**src/hw/cfc_pkg.sv**
```systemverilog
// shared constants for the chain frame check and single-device command handler
package cfc_pkg;
    localparam logic [15:0] CRC_INIT = 16'hffff;
    localparam logic [15:0] CRC_POLY_REFL = 16'ha001;
    localparam logic [15:0] CRC_GOOD = 16'h0000;
    localparam logic [2:0] REQ_SINGLE_READ = 3'h0;
    localparam logic [2:0] REQ_SINGLE_WRITE = 3'h1;
    localparam int FRAME_TYPE_BIT = 7;
    localparam int REQ_LSB = 4;
    localparam int SIZE_LSB = 0;
    localparam logic [5:0] ADDR_MASK = 6'h3f;
    localparam logic [6:0] READ_COUNT_MAX = 7'h7f;
    localparam logic [7:0] UNMAPPED_DATA = 8'h00;
    localparam int FIFO_WIDTH = 8;
    localparam int FIFO_DEPTH = 32;
    localparam int MAX_WRITE = 8;
    localparam logic [3:0] HDR_LEN = 4'h4;
    localparam logic [5:0] RESET_DEV_ADDR = 6'h00;
endpackage

```
**src/hw/cfc_fifo.sv**
```systemverilog
// byte fifo with valid/ready on both sides
`timescale 1ns/1ps
module cfc_fifo #(
    parameter int WIDTH = 8,
    parameter int DEPTH = 32
) (
    input wire logic clk,
    input wire logic rst_n,
    input wire logic [WIDTH-1:0] in_data,
    input wire logic in_valid,
    output logic in_ready,
    output logic [WIDTH-1:0] out_data,
    output logic out_valid,
    input wire logic out_ready
);
    localparam int AW = $clog2(DEPTH);
    logic [WIDTH-1:0] mem [DEPTH];
    logic [AW-1:0] wr_ptr_reg;
    logic [AW-1:0] rd_ptr_reg;
    logic [AW:0] count_reg;
    logic push;
    logic pop;

    assign in_ready = (count_reg != (AW+1)'(DEPTH));
    assign out_valid = (count_reg != '0);
    assign out_data = mem[rd_ptr_reg];
    assign push = in_valid && in_ready;
    assign pop = out_valid && out_ready;

    always_ff @(posedge clk) begin
        if (push) begin
            mem[wr_ptr_reg] <= in_data;
        end
    end

    always_ff @(posedge clk or negedge rst_n) begin
        if (!rst_n) begin
            wr_ptr_reg <= '0;
            rd_ptr_reg <= '0;
            count_reg <= '0;
        end else begin
            if (push) begin
                wr_ptr_reg <= wr_ptr_reg + 1'b1;
            end
            if (pop) begin
                rd_ptr_reg <= rd_ptr_reg + 1'b1;
            end
            if (push && !pop) begin
                count_reg <= count_reg + 1'b1;
            end else if (pop && !push) begin
                count_reg <= count_reg - 1'b1;
            end
        end
    end
endmodule // cfc_fifo

```
**src/hw/cfc_frame.sv**
```systemverilog
// frame check, relay and single-device read/write handler for the chain link
`timescale 1ns/1ps
module cfc_frame (
    input wire logic CLOCK,
    input wire logic RSTN,
    input wire logic [5:0] DEV_ADDR,
    input wire logic [7:0] RX_DATA,
    input wire logic RX_VALID,
    output logic RX_READY,
    input wire logic RX_END,
    output logic [7:0] FWD_DATA,
    output logic FWD_VALID,
    input wire logic FWD_READY,
    output logic [7:0] RSP_DATA,
    output logic RSP_VALID,
    output logic RSP_LAST,
    input wire logic RSP_READY,
    output logic REG_WE,
    output logic REG_RE,
    output logic [15:0] REG_ADDR,
    output logic [7:0] REG_WDATA,
    input wire logic [7:0] REG_RDATA,
    input wire logic REG_HIT,
    output logic CRC_FAULT,
    output logic FRAME_OK
);
    // ==========================================================
    // reset release
    logic rst_meta_reg;
    logic rst_n_reg;
    always_ff @(posedge CLOCK or negedge RSTN) begin
        if (!RSTN) begin
            rst_meta_reg <= 1'b0;
            rst_n_reg <= 1'b0;
        end else begin
            rst_meta_reg <= 1'b1;
            rst_n_reg <= rst_meta_reg;
        end
    end

    // ==========================================================
    // crc step, lsb first with reflected polynomial
    function automatic logic [15:0] crc_byte(input logic [15:0] crc, input logic [7:0] d);
        logic [15:0] c;
        c = crc ^ {8'h00, d};
        for (int i = 0; i < 8; i++) begin
            c = c[0] ? ((c >> 1) ^ cfc_pkg::CRC_POLY_REFL) : (c >> 1);
        end
        return c;
    endfunction

    // ==========================================================
    // relay path through the fifo; rx stalls when the fifo is full
    logic fifo_in_ready;
    logic rx_take;
    logic rsp_valid_reg;
    cfc_fifo #(
        .WIDTH(cfc_pkg::FIFO_WIDTH),
        .DEPTH(cfc_pkg::FIFO_DEPTH)
    ) cfc_fifo_inst (
        .clk(CLOCK),
        .rst_n(rst_n_reg),
        .in_data(RX_DATA),
        .in_valid(RX_VALID),
        .in_ready(fifo_in_ready),
        .out_data(FWD_DATA),
        .out_valid(FWD_VALID),
        .out_ready(FWD_READY)
    );

    typedef enum logic [2:0] {
        ST_RX,
        ST_CHECK,
        ST_WRITE,
        ST_READ,
        ST_CRC_LO,
        ST_CRC_HI
    } cfc_state_type;
    cfc_state_type state_reg;

    // frames are only accepted while idle with no response byte still pending;
    // every accepted byte goes to the relay whatever its crc turns out to be
    assign RX_READY = fifo_in_ready && (state_reg == ST_RX) && !rsp_valid_reg;
    assign rx_take = RX_VALID && RX_READY;

    // ==========================================================
    // receive: running crc and capture of header/data
    logic [15:0] crc_reg;
    logic [3:0] idx_reg;
    logic [7:0] hdr_reg [4];
    logic [7:0] wbuf_reg [cfc_pkg::MAX_WRITE];
    logic [3:0] count_reg;

    always_ff @(posedge CLOCK or negedge rst_n_reg) begin
        if (!rst_n_reg) begin
            crc_reg <= cfc_pkg::CRC_INIT;
            idx_reg <= '0;
            count_reg <= '0;
        end else if (rx_take) begin
            crc_reg <= crc_byte(crc_reg, RX_DATA);
            if (idx_reg != 4'hf) begin
                idx_reg <= idx_reg + 4'h1;
            end
            count_reg <= idx_reg;
            if (RX_END) begin
                idx_reg <= '0;
            end
        end else if (state_reg == ST_CHECK) begin
            crc_reg <= cfc_pkg::CRC_INIT;
        end
    end

    always_ff @(posedge CLOCK) begin
        if (rx_take) begin
            if (idx_reg < cfc_pkg::HDR_LEN) begin
                hdr_reg[idx_reg[1:0]] <= RX_DATA;
            end else if (idx_reg < cfc_pkg::HDR_LEN + 4'(cfc_pkg::MAX_WRITE)) begin
                wbuf_reg[3'(idx_reg - cfc_pkg::HDR_LEN)] <= RX_DATA;
            end
        end
    end

    // ==========================================================
    // frame decode
    logic [2:0] req_kind;
    logic [2:0] size_fld;
    logic addr_hit;
    logic is_read;
    logic is_write;
    assign req_kind = hdr_reg[0][cfc_pkg::REQ_LSB +: 3];
    assign size_fld = hdr_reg[0][cfc_pkg::SIZE_LSB +: 3];
    assign addr_hit = (hdr_reg[1][7:6] == 2'b00)
        && ((hdr_reg[1][5:0] & cfc_pkg::ADDR_MASK) == DEV_ADDR);
    // index of the final crc byte: header, n+1 data bytes, two crc bytes
    function automatic logic [3:0] last_idx(input logic [2:0] n);
        return cfc_pkg::HDR_LEN + {1'b0, n} + 4'h2;
    endfunction
    // a read carries one count byte; a frame of the wrong length is ignored
    assign is_read = hdr_reg[0][cfc_pkg::FRAME_TYPE_BIT]
        && (req_kind == cfc_pkg::REQ_SINGLE_READ) && (size_fld == 3'h0)
        && (count_reg == last_idx(3'h0));
    assign is_write = hdr_reg[0][cfc_pkg::FRAME_TYPE_BIT]
        && (req_kind == cfc_pkg::REQ_SINGLE_WRITE)
        && (count_reg == last_idx(size_fld));

    // ==========================================================
    // execution: walks the register port for writes and reads
    logic [7:0] left_reg;
    logic [2:0] wpos_reg;
    logic [15:0] addr_reg;
    logic [15:0] tx_crc_reg;
    logic [7:0] rsp_data_reg;
    logic rsp_last_reg;
    logic rsp_move;
    logic rsp_load;
    logic crc_bad;
    logic [7:0] rd_byte;
    assign rsp_move = rsp_valid_reg && RSP_READY;
    // next data byte only once the previous one has left
    assign rsp_load = (state_reg == ST_READ) && (!rsp_valid_reg || rsp_move);
    assign crc_bad = (crc_reg != cfc_pkg::CRC_GOOD);
    assign rd_byte = REG_HIT ? REG_RDATA : cfc_pkg::UNMAPPED_DATA;

    always_ff @(posedge CLOCK or negedge rst_n_reg) begin
        if (!rst_n_reg) begin
            state_reg <= ST_RX;
            left_reg <= '0;
        end else begin
            case (state_reg)
                ST_RX: begin
                    if (rx_take && RX_END) begin
                        state_reg <= ST_CHECK;
                    end
                end
                ST_CHECK: begin
                    // a bad frame is dropped whole before any decode is acted on
                    if (crc_bad) begin
                        state_reg <= ST_RX;
                    end else if (is_write && addr_hit) begin
                        left_reg <= {5'h00, size_fld};
                        state_reg <= ST_WRITE;
                    end else if (is_read && addr_hit) begin
                        left_reg <= {1'b0, wbuf_reg[0][6:0] & cfc_pkg::READ_COUNT_MAX};
                        state_reg <= ST_READ;
                    end else begin
                        state_reg <= ST_RX;
                    end
                end
                ST_WRITE: begin
                    left_reg <= left_reg - 8'h01;
                    if (left_reg == 8'h00) begin
                        state_reg <= ST_RX;
                    end
                end
                ST_READ: begin
                    if (rsp_load) begin
                        left_reg <= left_reg - 8'h01;
                        if (left_reg == 8'h00) begin
                            state_reg <= ST_CRC_LO;
                        end
                    end
                end
                ST_CRC_LO: begin
                    if (rsp_move) begin
                        state_reg <= ST_CRC_HI;
                    end
                end
                ST_CRC_HI: begin
                    if (rsp_move) begin
                        state_reg <= ST_RX;
                    end
                end
                default: begin
                    state_reg <= ST_RX;
                end
            endcase
        end
    end

    always_ff @(posedge CLOCK or negedge rst_n_reg) begin
        if (!rst_n_reg) begin
            wpos_reg <= '0;
        end else if (state_reg == ST_CHECK) begin
            wpos_reg <= '0;
        end else if (state_reg == ST_WRITE) begin
            wpos_reg <= wpos_reg + 3'h1;
        end
    end

    // register address walks up one place per write or per data byte read
    always_ff @(posedge CLOCK or negedge rst_n_reg) begin
        if (!rst_n_reg) begin
            addr_reg <= '0;
        end else if (state_reg == ST_CHECK) begin
            addr_reg <= {hdr_reg[2], hdr_reg[3]};
        end else if (state_reg == ST_WRITE || rsp_load) begin
            addr_reg <= addr_reg + 16'h0001;
        end
    end

    // ==========================================================
    // response: data bytes, then crc low and high; last marks the high byte
    always_ff @(posedge CLOCK or negedge rst_n_reg) begin
        if (!rst_n_reg) begin
            tx_crc_reg <= cfc_pkg::CRC_INIT;
            rsp_data_reg <= '0;
            rsp_valid_reg <= 1'b0;
            rsp_last_reg <= 1'b0;
        end else begin
            if (state_reg == ST_CHECK) begin
                tx_crc_reg <= cfc_pkg::CRC_INIT;
            end
            if (rsp_load) begin
                rsp_data_reg <= rd_byte;
                rsp_valid_reg <= 1'b1;
                tx_crc_reg <= crc_byte(tx_crc_reg, rd_byte);
            end
            if (state_reg == ST_CRC_LO && rsp_move) begin
                rsp_data_reg <= tx_crc_reg[7:0];
            end
            if (state_reg == ST_CRC_HI && rsp_move) begin
                rsp_data_reg <= tx_crc_reg[15:8];
                rsp_last_reg <= 1'b1;
            end
            // the high crc byte is released only after the return to idle
            if (state_reg == ST_RX && rsp_move) begin
                rsp_valid_reg <= 1'b0;
                rsp_last_reg <= 1'b0;
            end
        end
    end

    // ==========================================================
    // verdict pulses, one cycle each, raised from the check cycle
    always_ff @(posedge CLOCK or negedge rst_n_reg) begin
        if (!rst_n_reg) begin
            CRC_FAULT <= 1'b0;
            FRAME_OK <= 1'b0;
        end else begin
            // a bad frame reports nothing but the crc fault
            CRC_FAULT <= (state_reg == ST_CHECK) && crc_bad;
            FRAME_OK <= (state_reg == ST_CHECK) && !crc_bad;
        end
    end

    // writes to unmapped addresses are dropped through REG_HIT
    assign REG_WE = (state_reg == ST_WRITE) && REG_HIT;
    assign REG_RE = rsp_load;
    assign REG_ADDR = addr_reg;
    assign REG_WDATA = wbuf_reg[wpos_reg];
    assign RSP_DATA = rsp_data_reg;
    assign RSP_VALID = rsp_valid_reg;
    assign RSP_LAST = rsp_last_reg;
endmodule // cfc_frame

```
**config.mk**
```make
export PLATFORM = sky130hd
export DESIGN_NAME = cfc_frame
export DESIGN_NICKNAME = d
export VERILOG_FILES = /design/src/hw/cfc_pkg.sv /design/src/hw/cfc_fifo.sv /design/src/hw/cfc_frame.sv
export SDC_FILE = /design/constraint.sdc
export NUM_CORES = 1
export LEC_CHECK = 0
export ABC_CLOCK_PERIOD_IN_PS = 7800
export BUFFER_PORTS_ARGS = -buffer_cell sky130_fd_sc_hd__buf_2
export CAP_MARGIN = 20
export CORE_ASPECT_RATIO = 0.5
export CORE_MARGIN = 4
export CORE_UTILIZATION = 55
export DETAILED_ROUTE_END_ITERATION = 7
export PLACE_DENSITY_LB_ADDON = 0.1
export SLEW_MARGIN = 20
export SYNTH_ARGS = -nofsm -noshare
export SYNTH_HDL_FRONTEND = slang
export SYNTH_SLANG_ARGS = --single-unit
```
**constraint.sdc**
```tcl
create_clock -name CLOCK -period 7.8 [get_ports CLOCK]
set_input_delay 1.17 -clock CLOCK [delete_from_list [all_inputs] [get_ports CLOCK]]
set_output_delay 1.17 -clock CLOCK [all_outputs]
set_load 0.02 [all_outputs]
```
==> impl_metrics.py, run 1 <==
metrics = {
    "logic_synthesis": {
        "syn-num-nets": 1219,
        "synth-seq-cells": 451,
        "syn_area_um2": 18990,
        "synth-main-ff-cell": "edfxtp_1",
        "async_reset_ff_share_pct": 22.17,
        "synth.distinct_cells": 57,
        "yosysTopAreaCellShare_pct": 55.49,
        "syn_area_per_cell_um2": 16.26,
        "synth.area.top_cells": "edfxtp_1, mux4_2, dfrtp_1, dfstp_2, xnor2_1",
        "seq_area_frac_synth_pct": 68.88,
        "yosys_warnings": 0,
        "synth_edf_count": 351,
        "postSynthCellCount": 1168,
        "synth_top_cell_by_area": "edfxtp_1",
    },
    "clock_tree": {
        "cts_root_buf": "clkbuf_16",
        "clockBufferDepth": 3,
        "hold_buffers": 0,
        "tritoncts": "done",
        "cts_buffers": 39,
        "cts.repair.resized": 0,
        "clock-sinks": 451,
        "cts_setup_buffers": 0,
        "clock_latency_ns": 0.55,
        "htree_levels": 2,
        "path_clk_slew_ns": 0.07,
    },
    "cells_and_area": {
        "nFillCells": 2403,
        "area.growth.synth_to_final_pct": 11.14,
        "largest_reg_flops": 256,
        "drive_gt1_share_pct": 24.57,
        "seq_area_um2": 13090,
        "multiInputGateArea_um2": 5600,
        "nets": 1302,
        "antennaDiodeCount": 0,
    },
    "run_status": {
        "status": "finished, final reports clean",
    },
    "critical_path": {
        "crit_arrival_ns": 3.66,
        "crit_buf_inv": 2,
        "slowest_delay_ns": 0.95,
        "path_max_fanout": 40,
        "crit_top_cell": "mux4_2",
        "crit_path_start_kind": "register",
        "timing.rr.start": "state_reg[0]$_DFFE_PN0P_",
        "worst_setup_path_end_kind": "primary output",
        "reg2reg_depth": 7,
        "crit_type": "register to primary output",
        "reg2reg_to": "wbuf_reg[2][6]$_DFFE_PP_",
        "path_cells": "buf_4 > mux4_2 > mux4_2 > mux2_2 > buf_2",
        "critPathRequiredTime_ns": 6.63,
        "regToRegSetupSlack_ns": 4.33,
        "critPathTopFamily": "multiplexers",
        "slowest_stage": "dfrtp_4",
    },
    "power_and_ir_drop": {
        "ir_worst_vdd_v": 0.0002134,
        "static-leakage-power_nw": 7.174,
        "comb_power_share_pct": 27.8,
        "switching_power_w": 0.002226,
        "pwr-share-seq_pct": 45.7,
        "power_density_nw_per_um2": 335.0,
        "switching_share_pct": 31.47,
        "internal_power_w": 0.004847,
        "p_total_w": 0.007073,
        "clock_power_share_pct": 26.4,
    },
    "placement": {
        "io_buffers": 76,
        "dp_hpwl_um": 23760,
        "gp_congestion": 0.7894,
    },
    "floorplan": {
        "rows": 47,
        "ioPinCount": 77,
        "die_area_um2": 37750,
        "start_util_pct": 56.57,
        "coreArea_um2": 33580,
        "fp.dieW_um": 270.8,
        "dieHeight_um": 139.4,
    },
    "timing": {
        "fin_tns_setup_ns": 0,
        "min_period_ns": 4.834,
        "hold_viol": 0,
        "tightest_slew_ns": 1.102,
        "slew_viol_final": 0,
        "skew_ns": 0.02344,
        "fin_crit_sh_pct": 61.98,
        "relSlewSlack_pct": 26.28,
        "clock.fmax_mhz": 206.8,
        "setup_viol": 0,
        "rsz0062_at_grt": "false",
    },
    "routing": {
        "viasPerCell": 5.854,
        "wirelength_um": 39540,
        "first_pass_iters": 5,
        "drt_first_iter_violations": 1040,
        "wl_per_cell_um": 22.63,
        "ant_nets": 0,
        "dr_total_vias": 10230,
        "drc": 0,
    },
    "run": {
        "drv_cap": 0,
    },
    "grt": {
        "grt_pass1_wl_um": 61460,
        "grt.total_usage_pct": 21.29,
        "grt_antenna_before_repair": 0,
        "grt_pass1_vias": 10350,
        "overflow": 0,
        "grt_max_degree": 68,
    },
    "worst_hold_path": {
        "hold_path_class": "register to async pin",
    },
}
==> power groups by stage <==
stage / combinational, W / sequential (W) / clock (W)
after floorplan: 0.00153 / 0.00318 / 0
after global placement: 0.00194 / 0.00327 / 0
after detailed placement: 0.00198 / 0.00329 / 0
after CTS: 0.00199 / 0.00324 / 0.00191
after global routing: 0.00216 / 0.00329 / 0.00201
final: 0.00197 / 0.00324 / 0.00187
==> how the worst max path moves through the flow <==
stage / cells after the start / to / from
6_report: 5 / FWD_DATA[1] / cfc_fifo_inst.rd_ptr_reg[0]$_DFFE_PN0P_
5_1_grt: 5 / FWD_DATA[0] / cfc_fifo_inst.rd_ptr_reg[0]$_DFFE_PN0P_
4_1_cts: 5 / FWD_DATA[1] / cfc_fifo_inst.rd_ptr_reg[0]$_DFFE_PN0P_
3_5_place_dp: 5 / FWD_DATA[1] / cfc_fifo_inst.rd_ptr_reg[0]$_DFFE_PN0P_
3_3_place_gp: 5 / FWD_DATA[0] / cfc_fifo_inst.rd_ptr_reg[0]$_DFFE_PN0P_
2_1_floorplan: 11 / cfc_fifo_inst.count_reg[5]$_DFFE_PN0P_ / RX_VALID
==> layout by cell type (no fill, tap or decap), types with 4 or more instances in the layout <==
master and n:
nor3_1 19, a21oi_1 25, nor2_2 7, buf_4 21, o21ai_1 8, xnor2_1 47
nor2_1 60, edfxtp_1 351, clkbuf_16 40, dfrtp_1 65, and3_1 9, buf_2 76
a32oi_1 4, nor4_1 10, nand4_1 8, mux4_2 96, o21ai_0 65, and2_1 5
xor2_1 40, mux2_2 20, clkbuf_1 9, inv_1 18, a211oi_1 8, clkinv_2 4
nand2_1 98, ha_1 21, clkinv_1 11, dfstp_2 32, nand3b_1 4, nand2b_1 5
a31oi_1 9, nand3_1 20, nor2b_1 12
==> cells in the mapped netlist, types with 3 or more instances <==
cell type  instances
inv_1             18
a21oi_1           25
nand2b_1           5
and3_1             9
nand2_1           98
nand3b_1           4
nor2b_1           12
edfxtp_1         351
nor4_1            10
a32o_1             3
mux4_2            96
nor2_1            67
nand4_1            8
and2_1             5
buf_2             10
xnor2_1           47
and4_1             3
a211oi_1           8
o21ai_0           65
a22oi_1            3
a32oi_1            4
nand3_1           20
xor2_1            40
o21ai_1            8
buf_6              5
clkbuf_1          33
nor3_1            20
dfrtp_1           68
dfstp_2           32
buf_1              7
a31oi_1            9
ha_1              21
mux2_2            20
==> layer usage <==
metal,share of wire [%],GRT usage (%)
met1,45,32.51
met2,47,33.22
met3,6.8,3.646
met4,1.3,3.956
met5,0,0
==> layout make-up <==
cell class                      count  share of cell area [%]
Clock buffer                       49                   4.902
Clock inverter                     23                  0.8416
Tap cell                          465                   2.756
Multi-Input combinational cell    641                   26.53
Timing Repair Buffer               98                   2.602
Inverter                           20                  0.3556
Sequential cell                   451                   62.01
==> cell families after synthesis <==
kind of cell	share of synthesized area, %
flip-flops	68.88
buffers and inverters	1.785
XOR/XNOR	4.249
multiplexers	12.67
AO/OA/AOI/OAI	4.150
other	0.01974
AND/OR/NAND/NOR	6.758
adder cells (fa/ha/maj)	1.489
==> stage by stage <==
stage	hold WS [ns]	setup WS, ns	utilization (%)	instances	cell area (um^2)
floorplan	0.3312	4.464	-	1168	18990
CTS	0.3514	2.839	62.80	1747	21090
detailed placement	0.3465	3.435	59.19	1675	19880
finish	0.3264	2.966	62.87	1747	21110
global placement	0.3385	3.470	59.16	1674	19860
global route	0.3776	2.661	62.87	1747	21110
==> worst reg2reg max path, stage by stage, from the launching register on <==
cell and delay, ns:
dfrtp_1 0.74, nor3_1 0.48, nand2b_1 0.19, a21oi_1 0.22
nand2_1 0.43, nor2_1 0.28, nand2_1 0.12, nor2_1 0.65
(Power assumes the default switching activity.)
==> run 2, diff against run 1 <==
Settings changed: ABC_AREA set to 1, ABC_CLOCK_PERIOD_IN_PS 7800 to 5070.
Clock period 7.8 ns to 5.07 ns, I/O delays scaled along.
==> run 2 against run 1 <==
Core utilization decreased by 0.38 points. Synthesized cell count increased by 55%. Critical path depth increased by 5. Sequential power increased by 35%. Worst setup slack got worse by 2.3 ns. Critical endpoint is now FWD_DATA[0]. Largest power group unchanged.
==> impl_metrics.py, run 2 <==
metrics = {
    "cells_and_area": {
        "fin_cells": 2378,
        "layout_commonest_cell": "edfxtp_1",
        "final_area_um2": 21810,
        "drive_gt1_share_pct": 11.93,
        "largest_reg_flops": 256,
        "mostFrequentLayoutCells": "edfxtp_1, nor2_1, nand2_1",
        "nFillCells": 2742,
        "area.growth.synth_to_final_pct": 10.61,
        "nets": 1922,
    },
    "timing": {
        "slew_viol_final": 0,
        "setup_viol": 0,
        "fin_crit_sh_pct": 87.15,
        "tightest_slew_ns": 0.9926,
        "rsz0062_at_grt": "false",
        "hold_ws_ns": 0.3609,
        "relSlewSlack_pct": 33.58,
        "fin_tns_setup_ns": 0,
        "clock.fmax_mhz": 226.3,
        "skew_ns": 0.03105,
        "hold_viol": 0,
        "min_period_ns": 4.418,
    },
    "floorplan": {
        "coreArea_um2": 34890,
        "fp.dieW_um": 275.7,
        "start_util_pct": 56.50,
        "dieHeight_um": 141.9,
        "rows": 48,
        "die_area_um2": 39120,
        "ioPinCount": 77,
    },
    "grt": {
        "grt.total_usage_pct": 24.40,
        "met2_usage_pct": 40.23,
        "grt_max_degree": 67,
        "top_usage_layer": "met2",
        "overflow": 0,
        "met3_usage_pct": 4.545,
        "grt_pass1_vias": 13210,
        "grt_antenna_before_repair": 0,
        "met1_usage_pct": 34.76,
        "grt_pass1_wl_um": 74210,
    },
    "routing": {
        "drt_first_iter_violations": 1653,
        "ant_nets": 0,
        "viasPerCell": 5.828,
        "drc": 0,
        "first_pass_iters": 6,
        "wirelength_um": 47760,
        "dr_total_vias": 13860,
        "wl_per_cell_um": 20.08,
    },
    "power_and_ir_drop": {
        "ir_worst_vdd_v": 0.0002800,
        "static-leakage-power_nw": 8.224,
        "power_density_nw_per_um2": 448.6,
    },
    "clock_tree": {
        "hold_buffers": 1,
        "clockBufferDepth": 3,
        "path_clk_slew_ns": 0.07,
        "htree_levels": 2,
        "clock-sinks": 451,
        "cts_buffers": 40,
        "clock_latency_ns": 0.55,
        "cts_setup_buffers": 0,
        "cts.repair.resized": 0,
        "tritoncts": "done",
        "cts_root_buf": "clkbuf_16",
    },
    "logic_synthesis": {
        "postSynthCellCount": 1808,
        "yosysTopAreaCellShare_pct": 53.47,
        "yosys_warnings": 0,
        "syn-num-nets": 1859,
        "synth-seq-cells": 451,
        "synth_commonest_cells": "edfxtp_1, nor2_1, nand2_1, o21ai_0, inv_1",
        "synth_top_cell_by_area": "edfxtp_1",
        "syn_area_per_cell_um2": 10.90,
        "synth_edf_count": 351,
        "yosysMostFrequentCell": "edfxtp_1",
        "seq_area_frac_synth_pct": 66.36,
        "synth-main-ff-cell": "edfxtp_1",
        "async_reset_ff_share_pct": 22.17,
        "synth.distinct_cells": 42,
        "syn_area_um2": 19710,
        "synth.area.top_cells": "edfxtp_1, dfrtp_1, nor2_1, o21ai_0, nand2_1",
    },
    "critical_path": {
        "crit_type": "register to primary output",
        "critPathRequiredTime_ns": 4.31,
        "startpoint": "cfc_fifo_inst.rd_ptr_reg[0]$_DFFE_PN0P_",
        "worst_setup_path_end_kind": "primary output",
        "path_max_fanout": 66,
        "reg2reg_to": "wbuf_reg[4][7]$_DFFE_PP_",
        "timing.rr.start": "cfc_fifo_inst.count_reg[0]$_DFFE_PN0P_",
        "regToRegSetupSlack_ns": 2.13,
        "crit_arrival_ns": 3.66,
        "crit_path_start_kind": "register",
        "reg2reg_depth": 8,
    },
    "placement": {
        "place_inst": 2303,
        "gp_congestion": 0.8897,
        "dp_hpwl_um": 30470,
        "io_buffers": 76,
        "place_area_um2": 20490,
    },
    "worst_hold_path": {
        "hold_path_class": "register to register",
        "hold_end": "rst_n_reg$_DFF_PN0_",
        "holdPathStages": 0,
        "hold_path.startpoint": "rst_meta_reg$_DFF_PN0_",
    },
    "run": {
        "drv_cap": 0,
    },
    "run_status": {
        "status": "finished, final reports clean",
    },
}
[run 2: cell count changes after synthesis, moves of 28 or more]
cell / change
nand2_1: +159
o22ai_1: +63
nor2_1: +224
o221ai_1: +28
inv_1: +110
o21ai_0: +148
nand3_1: +62
xnor2_1: -31
mux4_2: -96
[run 2: worst max-delay path, stage by stage (launching register included)]
cell,delay (ns)
dfrtp_4,0.85
clkinv_2,0.51
buf_4,0.36
buf_4,0.22
o21ai_0,0.16
o221ai_1,0.13
o211ai_1,0.17
nand3_1,0.11
o21ai_0,0.30
inv_1,0.08
buf_2,0.17
[run 2: cells by family after synthesis]
family | Yosys count | synth area share (%)
simple gates | 681 | 14.38
mux | 1 | 0.05078
xor+xnor | 42 | 1.866
buf+inv | 218 | 4.538
other cells | 1 | 0.01902
flops | 451 | 66.36
compound gates | 392 | 11.35
fa+ha+maj | 22 | 1.434
[run 2: how the worst max path moves through the flow]
stage / cells past startpoint / to / slack [ns]
detailed placement: 10 / FWD_DATA[0] / 1.28
global placement: 10 / FWD_DATA[0] / 1.31
global route: 10 / FWD_DATA[2] / 0.41
CTS: 10 / FWD_DATA[0] / 0.68
finish: 10 / FWD_DATA[0] / 0.65
floorplan: 0 / CRC_FAULT$_DFF_PN0_ / 2.13
[run 2: stage by stage]
step / utilization (%) / setup WS [ns] / total power [W]
final: 62.49 / 0.6516 / 0.009781
after CTS: 62.48 / 0.6829 / 0.009799
after global routing: 62.49 / 0.4142 / 0.01026
after detailed placement: 58.72 / 1.279 / 0.006794
after floorplan: - / 2.134 / 0.006011
after global placement: 58.69 / 1.311 / 0.006741
[run 2: power by group]
group	switching, W	internal, W
clock	0.00134	0.00171
combinational	0.00166	0.000683
sequential	0.000197	0.00419
total	0.00320	0.00658
[run 2: layer usage]
layer	part of all wire [%]	vias up	wire [um]
li1	-	6462	-
met1	44	6816	20800
met2	47	512	22660
met3	7.5	68	3585
met4	1.5	0	714
met5	0	-	0
[run 2: final cells by class]
type                    instances  area, um^2  share of cell area [%]
repair buffers                 94       518.0                   2.375
multi-input cells            1139        5749                   26.37
well taps                     475       594.3                   2.726
flip-flops and latches        451       13090                   60.03
clock inverters                14       136.4                  0.6254
clock buffers                  59        1165                   5.342
inverters                     145       550.5                   2.525
diodes                          1       2.502                 0.01148
==> run 3, diff against run 2 <==
Settings changed: CORE_UTILIZATION 55 to 60.
==> run 3 against run 2 <==
Flip-flop and latch count stayed put. Via count is 0.58% higher. Global-route usage is 2.4 points higher. Non-clock buffer count is 5 higher. Count of clock-buffer cells in the layout is 12 lower. Total power is 0.48% higher.
==> impl_metrics.py, run 3 (same netlist as run 2, synthesis figures left out) <==
metrics = {
    "routing": {
        "drc": 0,
        "viasPerCell": 5.959,
        "wl_per_cell_um": 20.66,
        "dr_total_vias": 13940,
        "ant_nets": 0,
        "wirelength_um": 48320,
        "first_pass_iters": 8,
        "drt_first_iter_violations": 1696,
    },
    "critical_path": {
        "crit_type": "register to primary output",
        "crit_end": "FWD_DATA[1]",
        "worst_setup_path_end_kind": "primary output",
        "reg2reg_depth": 15,
        "crit_path_start_kind": "register",
        "path_max_fanout": 59,
        "startpoint": "cfc_fifo_inst.rd_ptr_reg[0]$_DFFE_PN0P_",
        "critPathRequiredTime_ns": 4.31,
        "reg2reg_to": "cfc_fifo_inst.count_reg[5]$_DFFE_PN0P_",
        "crit_arrival_ns": 3.53,
        "timing.rr.start": "cfc_fifo_inst.count_reg[0]$_DFFE_PN0P_",
        "regToRegSetupSlack_ns": 2.20,
    },
    "grt": {
        "overflow": 0,
        "grt_pass1_wl_um": 74860,
        "grt.total_usage_pct": 26.76,
        "grt_pass1_vias": 13540,
        "grt_max_degree": 75,
        "grt_antenna_before_repair": 0,
    },
    "cells_and_area": {
        "final_util_pct": 68.11,
        "layout_commonest_cell": "edfxtp_1",
        "nets": 1927,
        "nFillCells": 2377,
        "drive_gt1_share_pct": 12.38,
        "mostFrequentLayoutCells": "edfxtp_1, nor2_1, nand2_1",
        "area.growth.synth_to_final_pct": 10.55,
        "largest_reg_flops": 256,
        "antennaDiodeCount": 0,
    },
    "clock_tree": {
        "cts_buffers": 40,
        "clock_latency_ns": 0.55,
        "path_clk_slew_ns": 0.07,
        "tritoncts": "done",
        "clock-sinks": 451,
        "cts_root_buf": "clkbuf_16",
        "htree_levels": 2,
        "clockBufferDepth": 3,
    },
    "placement": {
        "io_buffers": 76,
        "dp_hpwl_um": 31160,
        "gp_congestion": 0.9431,
    },
    "floorplan": {
        "start_util_pct": 61.60,
        "rows": 46,
        "dieHeight_um": 136.2,
        "coreArea_um2": 32000,
        "fp.dieW_um": 264.3,
        "die_area_um2": 36000,
        "ioPinCount": 77,
    },
    "run": {
        "drv_cap": 0,
    },
    "power_and_ir_drop": {
        "p_total_w": 0.009829,
        "power_density_nw_per_um2": 451.0,
        "static-leakage-power_nw": 8.229,
        "ir_worst_vdd_v": 0.0003809,
    },
    "timing": {
        "min_period_ns": 4.293,
        "setup_viol": 0,
        "relSlewSlack_pct": 24.88,
        "skew_ns": 0.02555,
        "slew_viol_final": 0,
        "hold_viol": 0,
        "clock.fmax_mhz": 232.9,
        "tightest_slew_ns": 1.123,
        "fin_crit_sh_pct": 84.67,
        "fin_tns_setup_ns": 0,
        "rsz0062_at_grt": "false",
    },
    "run_status": {
        "status": "finished, final reports clean",
    },
    "worst_hold_path": {
        "hold_path_class": "register to async pin",
    },
}
==> run 3: power by group <==
part	leakage [nW]	switching (W)	internal, W
Sequential	4.32	0.000206	0.00419
Combinational	3.30	0.00172	0.000706
Clock	0.616	0.00135	0.00165
Total	8.23	0.00328	0.00655
==> run 3: layer usage <==
metal	up-vias	global-route usage, %	routed length [um]
li1	6473	-	-
met1	6780	37.35	20270
met2	585	42.96	22610
met3	100	5.823	4071
met4	0	8.263	1364
met5	-	0	0
==> run 3: through the flow <==
stage	hold slack [ns]	cells	cell area, um^2	setup slack [ns]
2_1_floorplan	0.3312	1808	19710	2.134
3_3_place_gp	0.3434	2264	20470	1.490
3_5_place_dp	0.3365	2264	20470	1.457
4_1_cts	0.3605	2338	21770	0.8668
5_1_grt	0.3677	2339	21790	0.6462
6_report	0.3155	2339	21790	0.7771
==> run 3: how the worst min path moves through the flow <==
| stage | startpoint | slack (ns) | cells after the start | endpoint |
|---|---|---|---|---|
| detailed placement | rst_meta_reg$_DFF_PN0_ | 0.34 | 0 | rst_n_reg$_DFF_PN0_ |
| finish | rst_n_reg$_DFF_PN0_ | 0.32 | 0 | cfc_fifo_inst.count_reg[5]$_DFFE_PN0P_ |
| CTS | rst_meta_reg$_DFF_PN0_ | 0.36 | 0 | rst_n_reg$_DFF_PN0_ |
| global route | rst_n_reg$_DFF_PN0_ | 0.37 | 0 | left_reg[4]$_DFFE_PN0P_ |
| global placement | rst_meta_reg$_DFF_PN0_ | 0.34 | 0 | rst_n_reg$_DFF_PN0_ |
| floorplan | rst_meta_reg$_DFF_PN0_ | 0.33 | 0 | rst_n_reg$_DFF_PN0_ |
==> run 3: timing repair <==
item / 4_1_cts / 5_1_grt
setup buffers: 0 / 0
hold buffers: 1 / 0
endpoints found under the hold margin: 2 / 0
resized for setup: 0 / 0
==> run 3: final cells by class <==
| class | instances | area [um^2] | area share, % |
|---|---|---|---|
| clock inverter | 26 | 241.5 | 1.108 |
| timing repair buffer | 99 | 580.6 | 2.664 |
| tap | 432 | 540.5 | 2.480 |
| clock buffer | 47 | 1047 | 4.805 |
| inverter | 145 | 550.5 | 2.526 |
| sequential | 451 | 13090 | 60.06 |
| multi-input combinational | 1139 | 5744 | 26.36 |
==> run 3: critical path, stage by stage (launching register included) <==
cell and delay (ns):
dfrtp_4 0.82, clkinv_2 0.53, buf_4 0.37, o21ai_0 0.17, o22ai_1 0.10, o211ai_1 0.29
nand3_1 0.12, o21ai_1 0.30, inv_1 0.08, buf_2 0.17
